File: config.mk
export PLATFORM = sky130hd
export DESIGN_NAME = external_bus_wait_state_timing
export DESIGN_NICKNAME = d
export VERILOG_FILES = /design/src/rtl/zone_timing_pkg.sv /design/src/rtl/external_bus_wait_state_timing.sv /design/src/rtl/phase_length.sv
export SDC_FILE = /design/constraint.sdc
export NUM_CORES = 1
export LEC_CHECK = 0
export ABC_CLOCK_PERIOD_IN_PS = 3180
export BUFFER_PORTS_ARGS = -buffer_cell sky130_fd_sc_hd__buf_2
export CORE_ASPECT_RATIO = 1.4
export CORE_MARGIN = 1
export CORE_UTILIZATION = 35
export DETAILED_ROUTE_END_ITERATION = 10
export GPL_TIMING_DRIVEN = 0
export HOLD_SLACK_MARGIN = 0.08
export SLEW_MARGIN = 25
export SYNTH_ARGS = -nofsm -noshare
export SYNTH_HDL_FRONTEND = slang
export SYNTH_SLANG_ARGS = --single-unit
File: constraint.sdc
create_clock -name clk -period 3.18 [get_ports clk]
set_input_delay 0.159 -clock clk [delete_from_list [all_inputs] [get_ports clk]]
set_output_delay 0.159 -clock clk [all_outputs]
set_load 0.01 [all_outputs]
File: src/rtl/zone_timing_pkg.sv
// Package with constants and carrier types for the zone access timing sequencer
package zone_timing_pkg;
    localparam int ZONE_COUNT = 4;
    localparam int ZONE_W = 2;
    localparam int LEAD_W = 2;
    localparam int ACTIVE_W = 3;
    localparam int TRAIL_W = 2;
    localparam int COUNT_W = 5;
    localparam logic [ZONE_COUNT-1:0] SELECT_IDLE = 4'hF;
    localparam logic [COUNT_W-1:0] COUNT_ONE = 5'h01;
    localparam logic [15:0] WAIT_ZERO = 16'h0000;

    // Per-zone timing fields, packed as one configuration word
    typedef struct packed {
        logic [LEAD_W-1:0] read_lead_cycles;
        logic [ACTIVE_W-1:0] read_active_cycles;
        logic [TRAIL_W-1:0] read_trail_cycles;
        logic [LEAD_W-1:0] write_lead_cycles;
        logic [ACTIVE_W-1:0] write_active_cycles;
        logic [TRAIL_W-1:0] write_trail_cycles;
        logic phase_doubling;
        logic ready_sampling_enable;
        logic ready_async_select;
    } zone_timing_config_s;

    // Access request from the internal side
    typedef struct packed {
        logic [ZONE_W-1:0] zone;
        logic write;
    } access_req_s;
endpackage

File: src/rtl/external_bus_wait_state_timing.sv
// Access timing sequencer for the zoned external memory interface
`timescale 1ns/10ps
module external_bus_wait_state_timing
    import zone_timing_pkg::*;
(
    input wire logic clk,
    input wire logic rst_n,
    input wire zone_timing_config_s zone_timing_config [ZONE_COUNT],
    input wire logic access_start,
    input wire access_req_s access_req,
    input wire logic external_ready_in,
    output logic access_busy,
    output logic access_done,
    output logic [ZONE_COUNT-1:0] zone_select_n,
    output logic read_strobe_n,
    output logic write_strobe_n,
    output logic [15:0] hardware_wait_states
);
    typedef enum logic [3:0] {
        ST_IDLE = 4'h1,
        ST_LEAD = 4'h2,
        ST_ACTIVE = 4'h4,
        ST_TRAIL = 4'h8
    } phase_e;

    phase_e state_reg, state_next;
    logic [COUNT_W-1:0] count_reg, count_next;
    zone_timing_config_s cfg_reg, cfg_next;
    logic write_reg, write_next;
    logic [ZONE_W-1:0] zone_reg, zone_next;
    logic [ZONE_COUNT-1:0] select_next;
    logic read_next, wr_next, busy_next, done_next;
    logic [15:0] wait_next;
    zone_timing_config_s cfg_sel;
    logic [COUNT_W-1:0] lead_len, active_len, trail_len;
    logic [COUNT_W-1:0] rl, ra, rt, wl, wa, wt;
    logic ready_used;

    // The selected zone's configuration is latched at start, so later edits cannot skew it
    assign cfg_sel = zone_timing_config[access_req.zone];

    phase_length #(.FIELD_W(LEAD_W)) u_rl (.field(cfg_reg.read_lead_cycles),
        .phase_doubling(cfg_reg.phase_doubling), .cycles(rl));
    phase_length #(.FIELD_W(ACTIVE_W)) u_ra (.field(cfg_reg.read_active_cycles),
        .phase_doubling(cfg_reg.phase_doubling), .cycles(ra));
    phase_length #(.FIELD_W(TRAIL_W)) u_rt (.field(cfg_reg.read_trail_cycles),
        .phase_doubling(cfg_reg.phase_doubling), .cycles(rt));
    phase_length #(.FIELD_W(LEAD_W)) u_wl (.field(cfg_reg.write_lead_cycles),
        .phase_doubling(cfg_reg.phase_doubling), .cycles(wl));
    phase_length #(.FIELD_W(ACTIVE_W)) u_wa (.field(cfg_reg.write_active_cycles),
        .phase_doubling(cfg_reg.phase_doubling), .cycles(wa));
    phase_length #(.FIELD_W(TRAIL_W)) u_wt (.field(cfg_reg.write_trail_cycles),
        .phase_doubling(cfg_reg.phase_doubling), .cycles(wt));

    // Phase lengths for the current direction; active carries its fixed extra cycle
    always_comb begin
        lead_len = write_reg ? wl : rl;
        active_len = (write_reg ? wa : ra) + COUNT_ONE;
        trail_len = write_reg ? wt : rt;
        ready_used = cfg_reg.ready_sampling_enable;
    end

    // Sequencer: zero-length trail is skipped, zero lead still spends one cycle, no legality check is made
    always_comb begin
        state_next = state_reg;
        count_next = count_reg;
        cfg_next = cfg_reg;
        write_next = write_reg;
        zone_next = zone_reg;
        wait_next = hardware_wait_states;
        done_next = 1'b0;
        case (state_reg)
            ST_IDLE: begin
                if (access_start) begin
                    cfg_next = cfg_sel;
                    write_next = access_req.write;
                    zone_next = access_req.zone;
                    wait_next = WAIT_ZERO;
                    count_next = COUNT_ONE;
                    state_next = ST_LEAD;
                end
            end
            ST_LEAD: begin
                // Counter starts at one each phase, so lead_len equals cycles
                if (count_reg >= lead_len) begin
                    state_next = ST_ACTIVE;
                    count_next = COUNT_ONE;
                end else begin
                    count_next = count_reg + COUNT_ONE;
                end
            end
            ST_ACTIVE: begin
                // Ready is only looked at once the programmed active time is spent
                if (count_reg < active_len) begin
                    count_next = count_reg + COUNT_ONE;
                end else if (ready_used && !external_ready_in) begin
                    wait_next = hardware_wait_states + 16'h0001;
                end else if (trail_len == '0) begin
                    state_next = ST_IDLE;
                    done_next = 1'b1;
                end else begin
                    state_next = ST_TRAIL;
                    count_next = COUNT_ONE;
                end
            end
            ST_TRAIL: begin
                if (count_reg >= trail_len) begin
                    state_next = ST_IDLE;
                    done_next = 1'b1;
                end else begin
                    count_next = count_reg + COUNT_ONE;
                end
            end
            default: begin
                state_next = ST_IDLE;
            end
        endcase
    end

    // Strobes follow the next phase so they change on the edge entering it
    always_comb begin
        select_next = SELECT_IDLE;
        read_next = 1'b1;
        wr_next = 1'b1;
        busy_next = (state_next != ST_IDLE);
        if (state_next != ST_IDLE) begin
            select_next[zone_next] = 1'b0;
        end
        if (state_next == ST_ACTIVE) begin
            read_next = write_next;
            wr_next = !write_next;
        end
    end

    // State registers, all on the timing clock
    always_ff @(posedge clk or negedge rst_n) begin
        if (!rst_n) begin
            state_reg <= ST_IDLE;
            count_reg <= '0;
            cfg_reg <= '0;
            write_reg <= 1'b0;
            zone_reg <= '0;
            zone_select_n <= SELECT_IDLE;
            read_strobe_n <= 1'b1;
            write_strobe_n <= 1'b1;
            access_busy <= 1'b0;
            access_done <= 1'b0;
            hardware_wait_states <= WAIT_ZERO;
        end else begin
            state_reg <= state_next;
            count_reg <= count_next;
            cfg_reg <= cfg_next;
            write_reg <= write_next;
            zone_reg <= zone_next;
            zone_select_n <= select_next;
            read_strobe_n <= read_next;
            write_strobe_n <= wr_next;
            access_busy <= busy_next;
            access_done <= done_next;
            hardware_wait_states <= wait_next;
        end
    end

    // Checks on the sequencing
    strobe_excl_a: assert property (@(posedge clk) disable iff (!rst_n)
        !(!read_strobe_n && !write_strobe_n)) else $error("both strobes low");
    strobe_in_select_a: assert property (@(posedge clk) disable iff (!rst_n)
        (!read_strobe_n || !write_strobe_n) |-> (zone_select_n != SELECT_IDLE))
        else $error("strobe outside select");
    phase_order_a: assert property (@(posedge clk) disable iff (!rst_n)
        (state_reg == ST_TRAIL) |-> ($past(state_reg) inside {ST_ACTIVE, ST_TRAIL}))
        else $error("trail not after active");
    lead_first_a: assert property (@(posedge clk) disable iff (!rst_n)
        (state_reg == ST_IDLE && access_start) |=> (state_reg == ST_LEAD))
        else $error("access not starting in lead");
    no_wait_a: assert property (@(posedge clk) disable iff (!rst_n)
        (state_reg == ST_ACTIVE && !cfg_reg.ready_sampling_enable)
        |=> $stable(hardware_wait_states)) else $error("wait counted while ignored");
    wait_extend_a: assert property (@(posedge clk) disable iff (!rst_n)
        (state_reg == ST_ACTIVE && count_reg >= active_len && ready_used
        && !external_ready_in) |=> (state_reg == ST_ACTIVE && !$stable(hardware_wait_states)))
        else $error("not ready did not extend");
    done_select_a: assert property (@(posedge clk) disable iff (!rst_n)
        access_done |-> (zone_select_n == SELECT_IDLE)) else $error("select held after end");
    busy_select_a: assert property (@(posedge clk) disable iff (!rst_n)
        access_busy == (zone_select_n != SELECT_IDLE)) else $error("busy and select differ");

    // Phase counters never run past their programmed length; lead of zero still spends one
    lead_count_a: assert property (@(posedge clk) disable iff (!rst_n)
        (state_reg == ST_LEAD) |-> (count_reg <= lead_len || count_reg == COUNT_ONE))
        else $error("lead ran past its field");
    active_count_a: assert property (@(posedge clk) disable iff (!rst_n)
        (state_reg == ST_ACTIVE) |-> (count_reg <= active_len))
        else $error("active counter past its length");
    trail_count_a: assert property (@(posedge clk) disable iff (!rst_n)
        (state_reg == ST_TRAIL) |-> (count_reg <= trail_len && trail_len != '0))
        else $error("trail counter past its length");
    active_after_lead_a: assert property (@(posedge clk) disable iff (!rst_n)
        (state_reg == ST_ACTIVE) |-> ($past(state_reg) inside {ST_LEAD, ST_ACTIVE}))
        else $error("active not after lead");

    // Strobes mirror the registered phase, so a strobe edge marks a phase boundary
    strobe_phase_a: assert property (@(posedge clk) disable iff (!rst_n)
        (state_reg == ST_ACTIVE) == (!read_strobe_n || !write_strobe_n))
        else $error("strobe not matching active phase");
    strobe_dir_a: assert property (@(posedge clk) disable iff (!rst_n)
        !read_strobe_n |-> !write_reg)
        else $error("read strobe on a write");
    select_zone_a: assert property (@(posedge clk) disable iff (!rst_n)
        (state_reg != ST_IDLE) |-> (zone_select_n == ~(ZONE_COUNT'(1) << zone_reg)))
        else $error("wrong zone selected");

    // A start seen mid access must not disturb the latched zone settings
    cfg_held_a: assert property (@(posedge clk) disable iff (!rst_n)
        (state_reg != ST_IDLE)
        |=> ($stable(cfg_reg) && $stable(zone_reg) && $stable(write_reg)))
        else $error("zone settings changed mid access");
    done_pulse_a: assert property (@(posedge clk) disable iff (!rst_n)
        access_done |=> !access_done)
        else $error("done held over one cycle");
    done_end_a: assert property (@(posedge clk) disable iff (!rst_n)
        access_done |-> ($past(state_reg) inside {ST_ACTIVE, ST_TRAIL} && state_reg == ST_IDLE))
        else $error("done without a finished access");

    // Wait-state bookkeeping
    ready_ignored_a: assert property (@(posedge clk) disable iff (!rst_n)
        (state_reg == ST_ACTIVE && !ready_used && count_reg >= active_len)
        |=> (state_reg != ST_ACTIVE)) else $error("ignored ready stalled active");
    wait_clear_a: assert property (@(posedge clk) disable iff (!rst_n)
        (state_reg == ST_IDLE && access_start) |=> (hardware_wait_states == WAIT_ZERO))
        else $error("wait count not cleared at start");
endmodule // external_bus_wait_state_timing

File: src/rtl/phase_length.sv
// Phase length calculator: field value scaled by the doubling setting
`timescale 1ns/10ps
module phase_length
    import zone_timing_pkg::*;
#(
    parameter int FIELD_W = 2
) (
    input wire logic [FIELD_W-1:0] field,
    input wire logic phase_doubling,
    output logic [COUNT_W-1:0] cycles
);
    // Doubling is a left shift, so the field is used as programmed or at twice that
    always_comb begin
        cycles = phase_doubling ? COUNT_W'({field, 1'b0}) : COUNT_W'(field);
    end
endmodule // phase_length

* Word-level counts from Yosys, hierarchy flattened
Cells that the tools add are included.
** Operators by class
- $lt $le $gt $ge :: 6
- Divide/modulo/power cells :: 0
- Add/sub/neg operators :: 3
- Reductions and logical operators :: 10
- $mul :: 0
- Equality and inequality tests :: 12
- Shifts and indexed selects :: 0
- Multiplexer cells :: 44
- Bitwise operators :: 2
** Operators with widths (number)
- 16-bit two-way mux :: 3
- 5-bit two-way mux :: 9
- 4-bit two-way mux :: 9
- 17-bit binary-select mux with 2-bit select :: 1
- 17-bit two-way mux :: 2
- 16-bit one-hot mux with 2 select lines :: 1
- 5-bit one-hot mux with 4 select lines :: 1
- 16-bit by 1-bit adder with 16-bit output, second input constant :: 1
- 4-bit one-hot mux with 4 select lines :: 1
- 3-bit two-way mux :: 4
- 5-bit by 1-bit adder with 5-bit output, second input constant :: 2
- 5-bit >= comparator :: 2
- 1-bit two-way mux :: 9
- 4-bit by 3-bit equality test with 1-bit output, second input constant :: 2
- 2-bit inequality test, second input constant :: 4
- 3-bit inequality test, second input constant :: 2
- 5-bit logical NOT :: 1
- 5-bit less-than comparator :: 1
- 5-bit AND reduction :: 1
- 4-bit by 1-bit equality test with 1-bit output, second input constant :: 1
- 4-bit by 2-bit equality test with 1-bit output, second input constant :: 1
- 4-bit equality test, second input constant :: 1
- 2-bit two-way mux :: 2
- 4-bit by 1-bit inequality test with 1-bit output, second input constant :: 1
- 13 further kinds :: 15
** Word-level totals
- Bits in writable memories :: 0
- Latch bits :: 0
- ROM bits :: 0
- Output and inout bits :: 24
- Input port bits :: 75
- Memories :: 0
- Register bits after elaboration :: 52

* Depth between registers and ports, before layout
Gate-level depths: netlist of run 1.
- Word-level depth :: 9
- Mapped depth :: 14

* Cells and area by module
From an unflattened synthesis of run 1, not the netlist that was laid out.
** Second synthesis, totals
- Cell total of the unflattened synthesis :: 361
- Area, all modules :: 3588.4 sq um
** By module, submodules not included
- external_bus_wait_state_timing :: times used 1, area each 3288.2 sq um, sequential area each 1310.0 sq um, cells each 325
- phase_length :: times used 6, area each 50.0 sq um, sequential area each 0.0 sq um, cells each 6

* Worst setup path before layout of run 1
OpenSTA, ideal clock, no wires.
- Path type :: register -> register
- Start :: register write_reg
- End :: register count_reg[2]
- Required time :: 3.059 ns
- Setup slack :: 0.049 ns
- Setup time :: 0.121 ns
- Clock period less this slack :: 3.131 ns
- Cell stages (with the launch flop) :: 14
- Arrival time :: 3.010 ns
- Buffers on the path :: 1
- Cell sequence :: dfrtp_1 buf_2 mux2_2 nor2_1 a21oi_1 ha_1 xnor2_1 ha_1 a41o_1 a21oi_1 a21boi_1 a221o_2 o21bai_1 a22o_1
** Between the ends
- Cells in the longest elaborated chain, start to end :: 5
- Elaborated cells between the ends (all ways) :: 15
- Those cells by class :: add/sub (1); order compare (3); eq/ne (3); mux (6); reduce/logical (2)
** RTL lines
- start, declared :: RTL line external_bus_wait_state_timing.sv:29 : logic write_reg, write_next;
- start signal, assigned :: RTL line external_bus_wait_state_timing.sv:153 : write_reg <= write_next;
- 5-bit two-way mux :: RTL line external_bus_wait_state_timing.sv:58 : active_len = (write_reg ? wa : ra) + COUNT_ONE;
- 5-bit by 1-bit adder with 5-bit output :: RTL line external_bus_wait_state_timing.sv:58
- 5-bit less-than comparator :: RTL line external_bus_wait_state_timing.sv:94 : if (count_reg < active_len) begin
- 3-bit inequality test (no source line) or 5-bit two-way mux (tied branches)
- 5-bit AND reduction (no source line) or 5-bit one-hot mux with 4 select lines (tied branches)
- end signal, assigned :: RTL line external_bus_wait_state_timing.sv:151 : count_reg <= count_next;
- end, declared :: RTL line external_bus_wait_state_timing.sv:27 : logic [COUNT_W-1:0] count_reg, count_next;
Parallel ways exist; a longest one is shown, timed or not.
A chain may end at the register's enable or synchronous reset.

* Worst setup path in the final report of run 1
Same ends and word-level chain as after synthesis.

==> results of run 1 <==
==> layer usage <==
metal	track usage (%)	share of wire [%]	vias up
met5	0	0	-
met4	4.21	1.3	0
met3	2.56	4.2	8
met2	27.6	53	70
met1	19.2	42	1219
li1	-	-	1238
==> kinds of logic (layout without fill, tap and decap cells) <==
logic type | after synthesis | in the layout
buf+inv | 23 | 129
compound gates | 36 | 36
simple gates | 98 | 98
fa+ha+maj | 13 | 13
xor+xnor | 15 | 15
mux | 43 | 43
flops | 52 | 52
==> stage by stage <==
step | instances | worst slack, ns | total power [mW] | cell area [um2] | TNS, ns
floorplan | 280 | 0.0486 | 1.88 | 3110 | 0
global placement | 477 | -0.242 | 2.16 | 3700 | -2.33
detailed placement | 477 | -0.346 | 2.21 | 3700 | -3.02
CTS | 488 | 0.0182 | 2.84 | 3910 | 0
global route | 491 | 0.00164 | 3.15 | 4010 | 0
finish | 491 | 0.141 | 2.94 | 4010 | 0
==> layout make-up <==
| type | count | share of cell area [%] |
|---|---|---|
| multi-input combinational | 205 | 44.6 |
| buffer | 13 | 1.93 |
| clock buffer | 5 | 3.12 |
| tap | 105 | 3.28 |
| timing repair buffer | 99 | 12.9 |
| sequential | 52 | 32.7 |
| clock inverter | 3 | 0.718 |
| inverter | 9 | 0.842 |
==> timing repair <==
action / CTS / global route
setup endpoints to repair: 16 / 16
hold endpoints to repair: 45 / 0
setup buffers: 2 / 3
pin swaps: 1 / 8
gates cloned: 0 / 1
hold buffers: 1 / 0
gates resized for setup: 7 / 16
==> cell usage in the layout, fill, tap and decap left out, drive strengths merged, types with 2 or more instances in the layout <==
master,instances
buf,106
dfrtp,45
nor2,30
mux2,21
nand3,18
nand2,16
mux4,16
ha,13
xor2,12
inv,12
o21ai,11
clkbuf,10
a21oi,9
nand4,8
dfstp,7
mux2i,6
nand2b,4
nor3,4
nor2b,3
and3,3
xnor2,3
a221o,3
and2,2
or4b,2
o21a,2
a22o,2
==> power groups by stage <==
stage	logic [mW]	registers [mW]	clock network (mW)
global placement	1.18	0.982	0
CTS	1.28	0.982	0.583
global route	1.52	1.02	0.611
detailed placement	1.22	0.992	0
floorplan	0.910	0.972	0
finish	1.38	0.999	0.565
==> worst paths after layout <==
check	startpoint	endpoint	slack, ns
min in group asynchronous	rst_n	hardware_wait_states[8]	0.43
hold / removal	access_req[0]	write_reg	0.14
setup / recovery	write_reg	count_reg[2]	0.14
max in group asynchronous	rst_n	hardware_wait_states[0]	2.30
hold reg to reg	cfg_reg[14]	cfg_reg[14]	0.51
setup reg to reg	write_reg	count_reg[2]	0.14
==> flow_summary.json, run 1 <==
{
  "outcome": "finished, final reports clean",
  "yosys.area.top_type_share_pct": 36.3,
  "leakagePower_nw": 1.88,
  "netlist.top_cell.by_area": "dfrtp_1",
  "overflow": 0,
  "hold_ws_ns": 0.137,
  "crit_path_end_kind": "flop",
  "path_delay_family": "compound AO/OA/AOI/OAI gates",
  "ir_drop_mv": 0.318,
  "rsz0062_at_grt": "true",
  "numCtsBuffers": 5,
  "cts_sinks": 52,
  "synth_area_leaders": "dfrtp_1 (36%), mux4_2 (12%), mux2_2 (7.6%)",
  "synthMuxAreaShare_pct": 21.2,
  "ys_seq_area_share_pct": 42.2,
  "ys_seq_elements": 52,
  "grt_pass1_vias": 2456,
  "power.share.clock_pct": 19.2,
  "slew_headroom_pct": 56.5,
  "syn_avg_cell_area_um2": 11.1,
  "grt_pass1_wl_um": 11200,
  "path_clk_slew_ns": 0.07,
  "fill_cells": 827,
  "nets": 473,
  "coreArea_um2": 8610,
  "timing.max_cap.violations": 0,
  "ioPinCount": 99,
  "drt_first_pass_iters": 4,
  "rows": 40,
  "clk_latency_ns": 0.29,
  "worst-path-stages": 13,
  "synth.net_count": 368,
  "floorplan.initialDensity_pct": 36.1,
  "area_growth_pct": 29.1,
  "hold_depth": 2,
  "place_congestion": 0.786,
  "synth_xor_area_share_pct": 4.23,
  "multi_input_area_um2": 1790,
  "async_flop_share_pct": 100,
  "synth_common_cells": "dfrtp_1 (45), nor2_1 (29), mux2_2 (21)",
  "pwr-share-comb_pct": 46.8,
  "synth_fa_ha_area_share_pct": 5.24,
  "post-route-min-period_ns": 3.04,
  "drcViolationCount": 0,
  "wl_um": 6870,
  "cp_max_fo": 6,
  "synth-edff-count": 0,
  "ys.flop_type": "dfrtp_1",
  "register_area_um2": 1310,
  "max_stage_delay_ns": 0.43,
  "viasPerCell": 5.16,
  "hpwl_um": 5230,
  "fin_util_pct": 46.6,
  "synth_most_common_cell": "dfrtp_1",
  "cts_tree": "yes",
  "drive_gt1_share_pct": 45.1,
  "h-tree-depth": 2,
  "synthSimpleGateAreaFrac_pct": 16.2,
  "fp.dieArea_um2": 9260,
  "antenna_found_initial": 0,
  "synth.yosys.warnings": 0,
  "largest_reg_flops": 16,
  "synth_top_family_by_area": "multiplexers",
  "crit_path_start_kind": "flop",
  "p_seq_share_pct": 34.0,
  "port_buffers": 92,
  "finalCritPeriodShare_pct": 95.6,
  "cp.arrival_ns": 3.22,
  "clk_path_buf_depth": 2,
  "crit_buf_inv": 2,
  "avgRoutedWirePerCell_um": 14.0,
  "worst_pin_slew_ns": 0.652,
  "die_h_um": 113,
  "root_buffer": "clkbuf_16",
  "syn_inst": 280,
  "switching_power_mw": 1.10,
  "gr-usage-all-layers_pct": 15.6,
  "internal-power_mw": 1.85,
  "critPathKind": "flop to flop",
  "synth_cell_types": 48,
  "synth_compound_area_share_pct": 7.78,
  "path_cells": "buf_6 -> buf_4 -> mux2_4 -> nor2_2 -> a21oi_1 -> xnor2_2 -> ha_1 -> a41o_1 -> a21oi_4 -> a21boi_4 -> a221o_2 -> o21bai_1 -> a22o_1",
  "num_vias": 2535,
  "drt_iter0_markers": 134,
  "maxSlewViolCount": 0,
  "crit_required_ns": 3.36,
  "grt_max_degree": 53,
  "antenna_cells": 0,
  "slowest_stage": "a221o_2",
  "syn_area_um2": 3110,
  "min_path_type": "primary input to flop",
  "p_sw_share_pct": 37.3,
  "drt.antenna.violating_nets": 0,
  "skew_ns": 0.00577,
  "ff2ff_path_depth": 13,
  "fmax_mhz": 329,
  "die_x_um": 81.6,
  "p_per_area_nw_per_um2": 734,
  "setup_viol": 0,
  "hold_viol": 0
}
Power figures use the tool's default switching activity.
==> run 2, diff against run 1 <==
- CORE_UTILIZATION: 35 -> 45
- PLACE_DENSITY: not set -> 0.75
==> run 2 against run 1 <==
Against the previous run: global-route usage rose by 4.2 points; via count rose by 1.9%; clock skew is 0.0047 ns higher; final cell count down 2.0%; critical path type unchanged; largest cell class unchanged; largest power group unchanged.
==> flow_summary.json, run 2 (synthesis results as in run 1) <==
{
  "crit_path_start_kind": "flop",
  "finalCritPeriodShare_pct": 96.6,
  "grt_util_met3_pct": 2.81,
  "hpwl_um": 5140,
  "viasPerCell": 5.37,
  "internal-power_mw": 1.70,
  "antenna_cells": 0,
  "area_growth_pct": 27.3,
  "setup_viol": 0,
  "slew_headroom_pct": 58.4,
  "drt_iter0_markers": 149,
  "critPathKind": "flop to flop",
  "placed_cells": 464,
  "switching_power_mw": 1.09,
  "skew_ns": 0.0105,
  "die_x_um": 72.2,
  "timing.max_cap.violations": 0,
  "leakagePower_nw": 1.86,
  "cts_tree": "yes",
  "max_stage_delay_ns": 0.42,
  "coreArea_um2": 6610,
  "p_seq_share_pct": 36.0,
  "clk_latency_ns": 0.31,
  "path_cells": "buf_6 -> mux2_4 -> nor2_4 -> a21oi_2 -> ha_4 -> xnor2_1 -> ha_1 -> nand4_1 -> a211o_1 -> a32oi_4 -> buf_2 -> nand3_1 -> xor2_1 -> nor2_1",
  "ir_drop_mv": 0.389,
  "rows": 35,
  "fmax_mhz": 326,
  "power.share.clock_pct": 14.2,
  "root_buffer": "clkbuf_8",
  "fill_cells": 523,
  "antenna_found_initial": 0,
  "grt_util_met1_pct": 23.5,
  "ioPinCount": 99,
  "hold_viol": 0,
  "cts_sinks": 52,
  "fin_cells": 481,
  "place_congestion": 0.845,
  "overflow": 0,
  "grt_busiest_layer": "met2",
  "min_path_type": "primary input to flop",
  "path_clk_slew_ns": 0.10,
  "pwr-share-comb_pct": 49.7,
  "drt.antenna.violating_nets": 0,
  "die_h_um": 100,
  "crit_required_ns": 3.38,
  "grt_pass1_wl_um": 11200,
  "met2_usage_pct": 36.3,
  "crit_path_end_kind": "flop",
  "largest_reg_flops": 16,
  "avgRoutedWirePerCell_um": 14.2,
  "cp.arrival_ns": 3.27,
  "h-tree-depth": 2,
  "drive_gt1_share_pct": 45.8,
  "fin_tns_setup_ns": 0,
  "p_per_area_nw_per_um2": 706,
  "drt_first_pass_iters": 4,
  "p_sw_share_pct": 38.9,
  "nets": 476,
  "gr-usage-all-layers_pct": 19.8,
  "port_buffers": 92,
  "fp.dieArea_um2": 7240,
  "cp_max_fo": 7,
  "layout_commonest_cell": "buf_2",
  "grt_max_degree": 53,
  "maxSlewViolCount": 0,
  "post-route-min-period_ns": 3.07,
  "numCtsBuffers": 5,
  "grt_pass1_vias": 2550,
  "drcViolationCount": 0,
  "wl_um": 6810,
  "floorplan.initialDensity_pct": 47.0,
  "fin_ws_ns": 0.109,
  "dp_slack_ns": -0.266,
  "outcome": "finished, final reports clean",
  "slowest_stage": "dfrtp_1",
  "final_cell_mix": "buf_2 (96), dfrtp_1 (44), nor2_1 (27)",
  "rsz0062_at_grt": "true",
  "num_vias": 2583,
  "clk_path_buf_depth": 2,
  "worst_pin_slew_ns": 0.625
}
[run 2: power groups by stage]
| stage | sequential (mW) | combinational (mW) | clock [mW] |
|---|---|---|---|
| 2_1_floorplan | 0.972 | 0.910 | 0 |
| 4_1_cts | 0.982 | 1.24 | 0.400 |
| 3_5_place_dp | 0.994 | 1.21 | 0 |
| 3_3_place_gp | 0.981 | 1.16 | 0 |
| 5_1_grt | 1.04 | 1.53 | 0.433 |
| 6_report | 1.01 | 1.39 | 0.398 |
[run 2: repair_timing]
action	in CTS	in global routing
setup endpoints to repair	16	19
endpoints found under the hold margin	45	0
cloned	0	1
buffers inserted	1	7
gates resized for setup	6	18
pin swaps	1	9
hold buffers	1	0
[run 2: cell type report]
class	instances	area [um2]	area share (%)
Buffer	13	77.6	1.96
Multi-Input combinational cell	205	1780	45.1
Tap cell	92	115	2.91
Timing Repair Buffer	102	538	13.6
Inverter	9	33.8	0.854
Clock buffer	5	68.8	1.74
Clock inverter	3	26.3	0.665
Sequential cell	52	1310	33.2
[run 2: worst paths after layout]
kind,startpoint,to,slack [ns],depth (start not counted)
max in group asynchronous,rst_n,cfg_reg[2],2.35,2
worst min register to register,cfg_reg[7],cfg_reg[7],0.52,1
min in group asynchronous,rst_n,cfg_reg[6],0.40,2
worst max-delay path,write_reg,hardware_wait_states[10],0.11,14
worst max register to register,write_reg,hardware_wait_states[10],0.11,14
worst min-delay path,access_req[0],write_reg,0.14,2
[run 2: through the flow]
| step | utilization, % | area [um2] | hold WS, ns | power, mW |
|---|---|---|---|---|
| global placement | 55.7 | 3680 | 0.434 | 2.15 |
| floorplan | - | 3110 | -0.137 | 1.88 |
| finish | 59.8 | 3950 | 0.135 | 2.79 |
| global route | 59.8 | 3950 | 0.126 | 3.00 |
| CTS | 57.8 | 3820 | 0.131 | 2.63 |
| detailed placement | 55.7 | 3680 | 0.233 | 2.21 |
[run 2: metal layers]
layer  routed length [um]  vias to the layer above  part of all wire (%)
met2                 3620                       72                    53
met5                    0                        -                     0
met3                  244                       15                   3.6
li1                     -                     1237                     -
met4                  153                        0                   2.2
met1                 2800                     1259                    41
[run 2: critical path: cells and delay by family, from the launching register on]
kind / cells / cell delay, ns
muxes: 1 / 0.31
and+or+nand+nor: 4 / 0.34
buffers and inverters: 2 / 0.38
AOI/OAI and AO/OA: 3 / 0.76
xor gates and xnor gates: 2 / 0.27
DFF: 1 / 0.42
adders and majority gates: 2 / 0.46
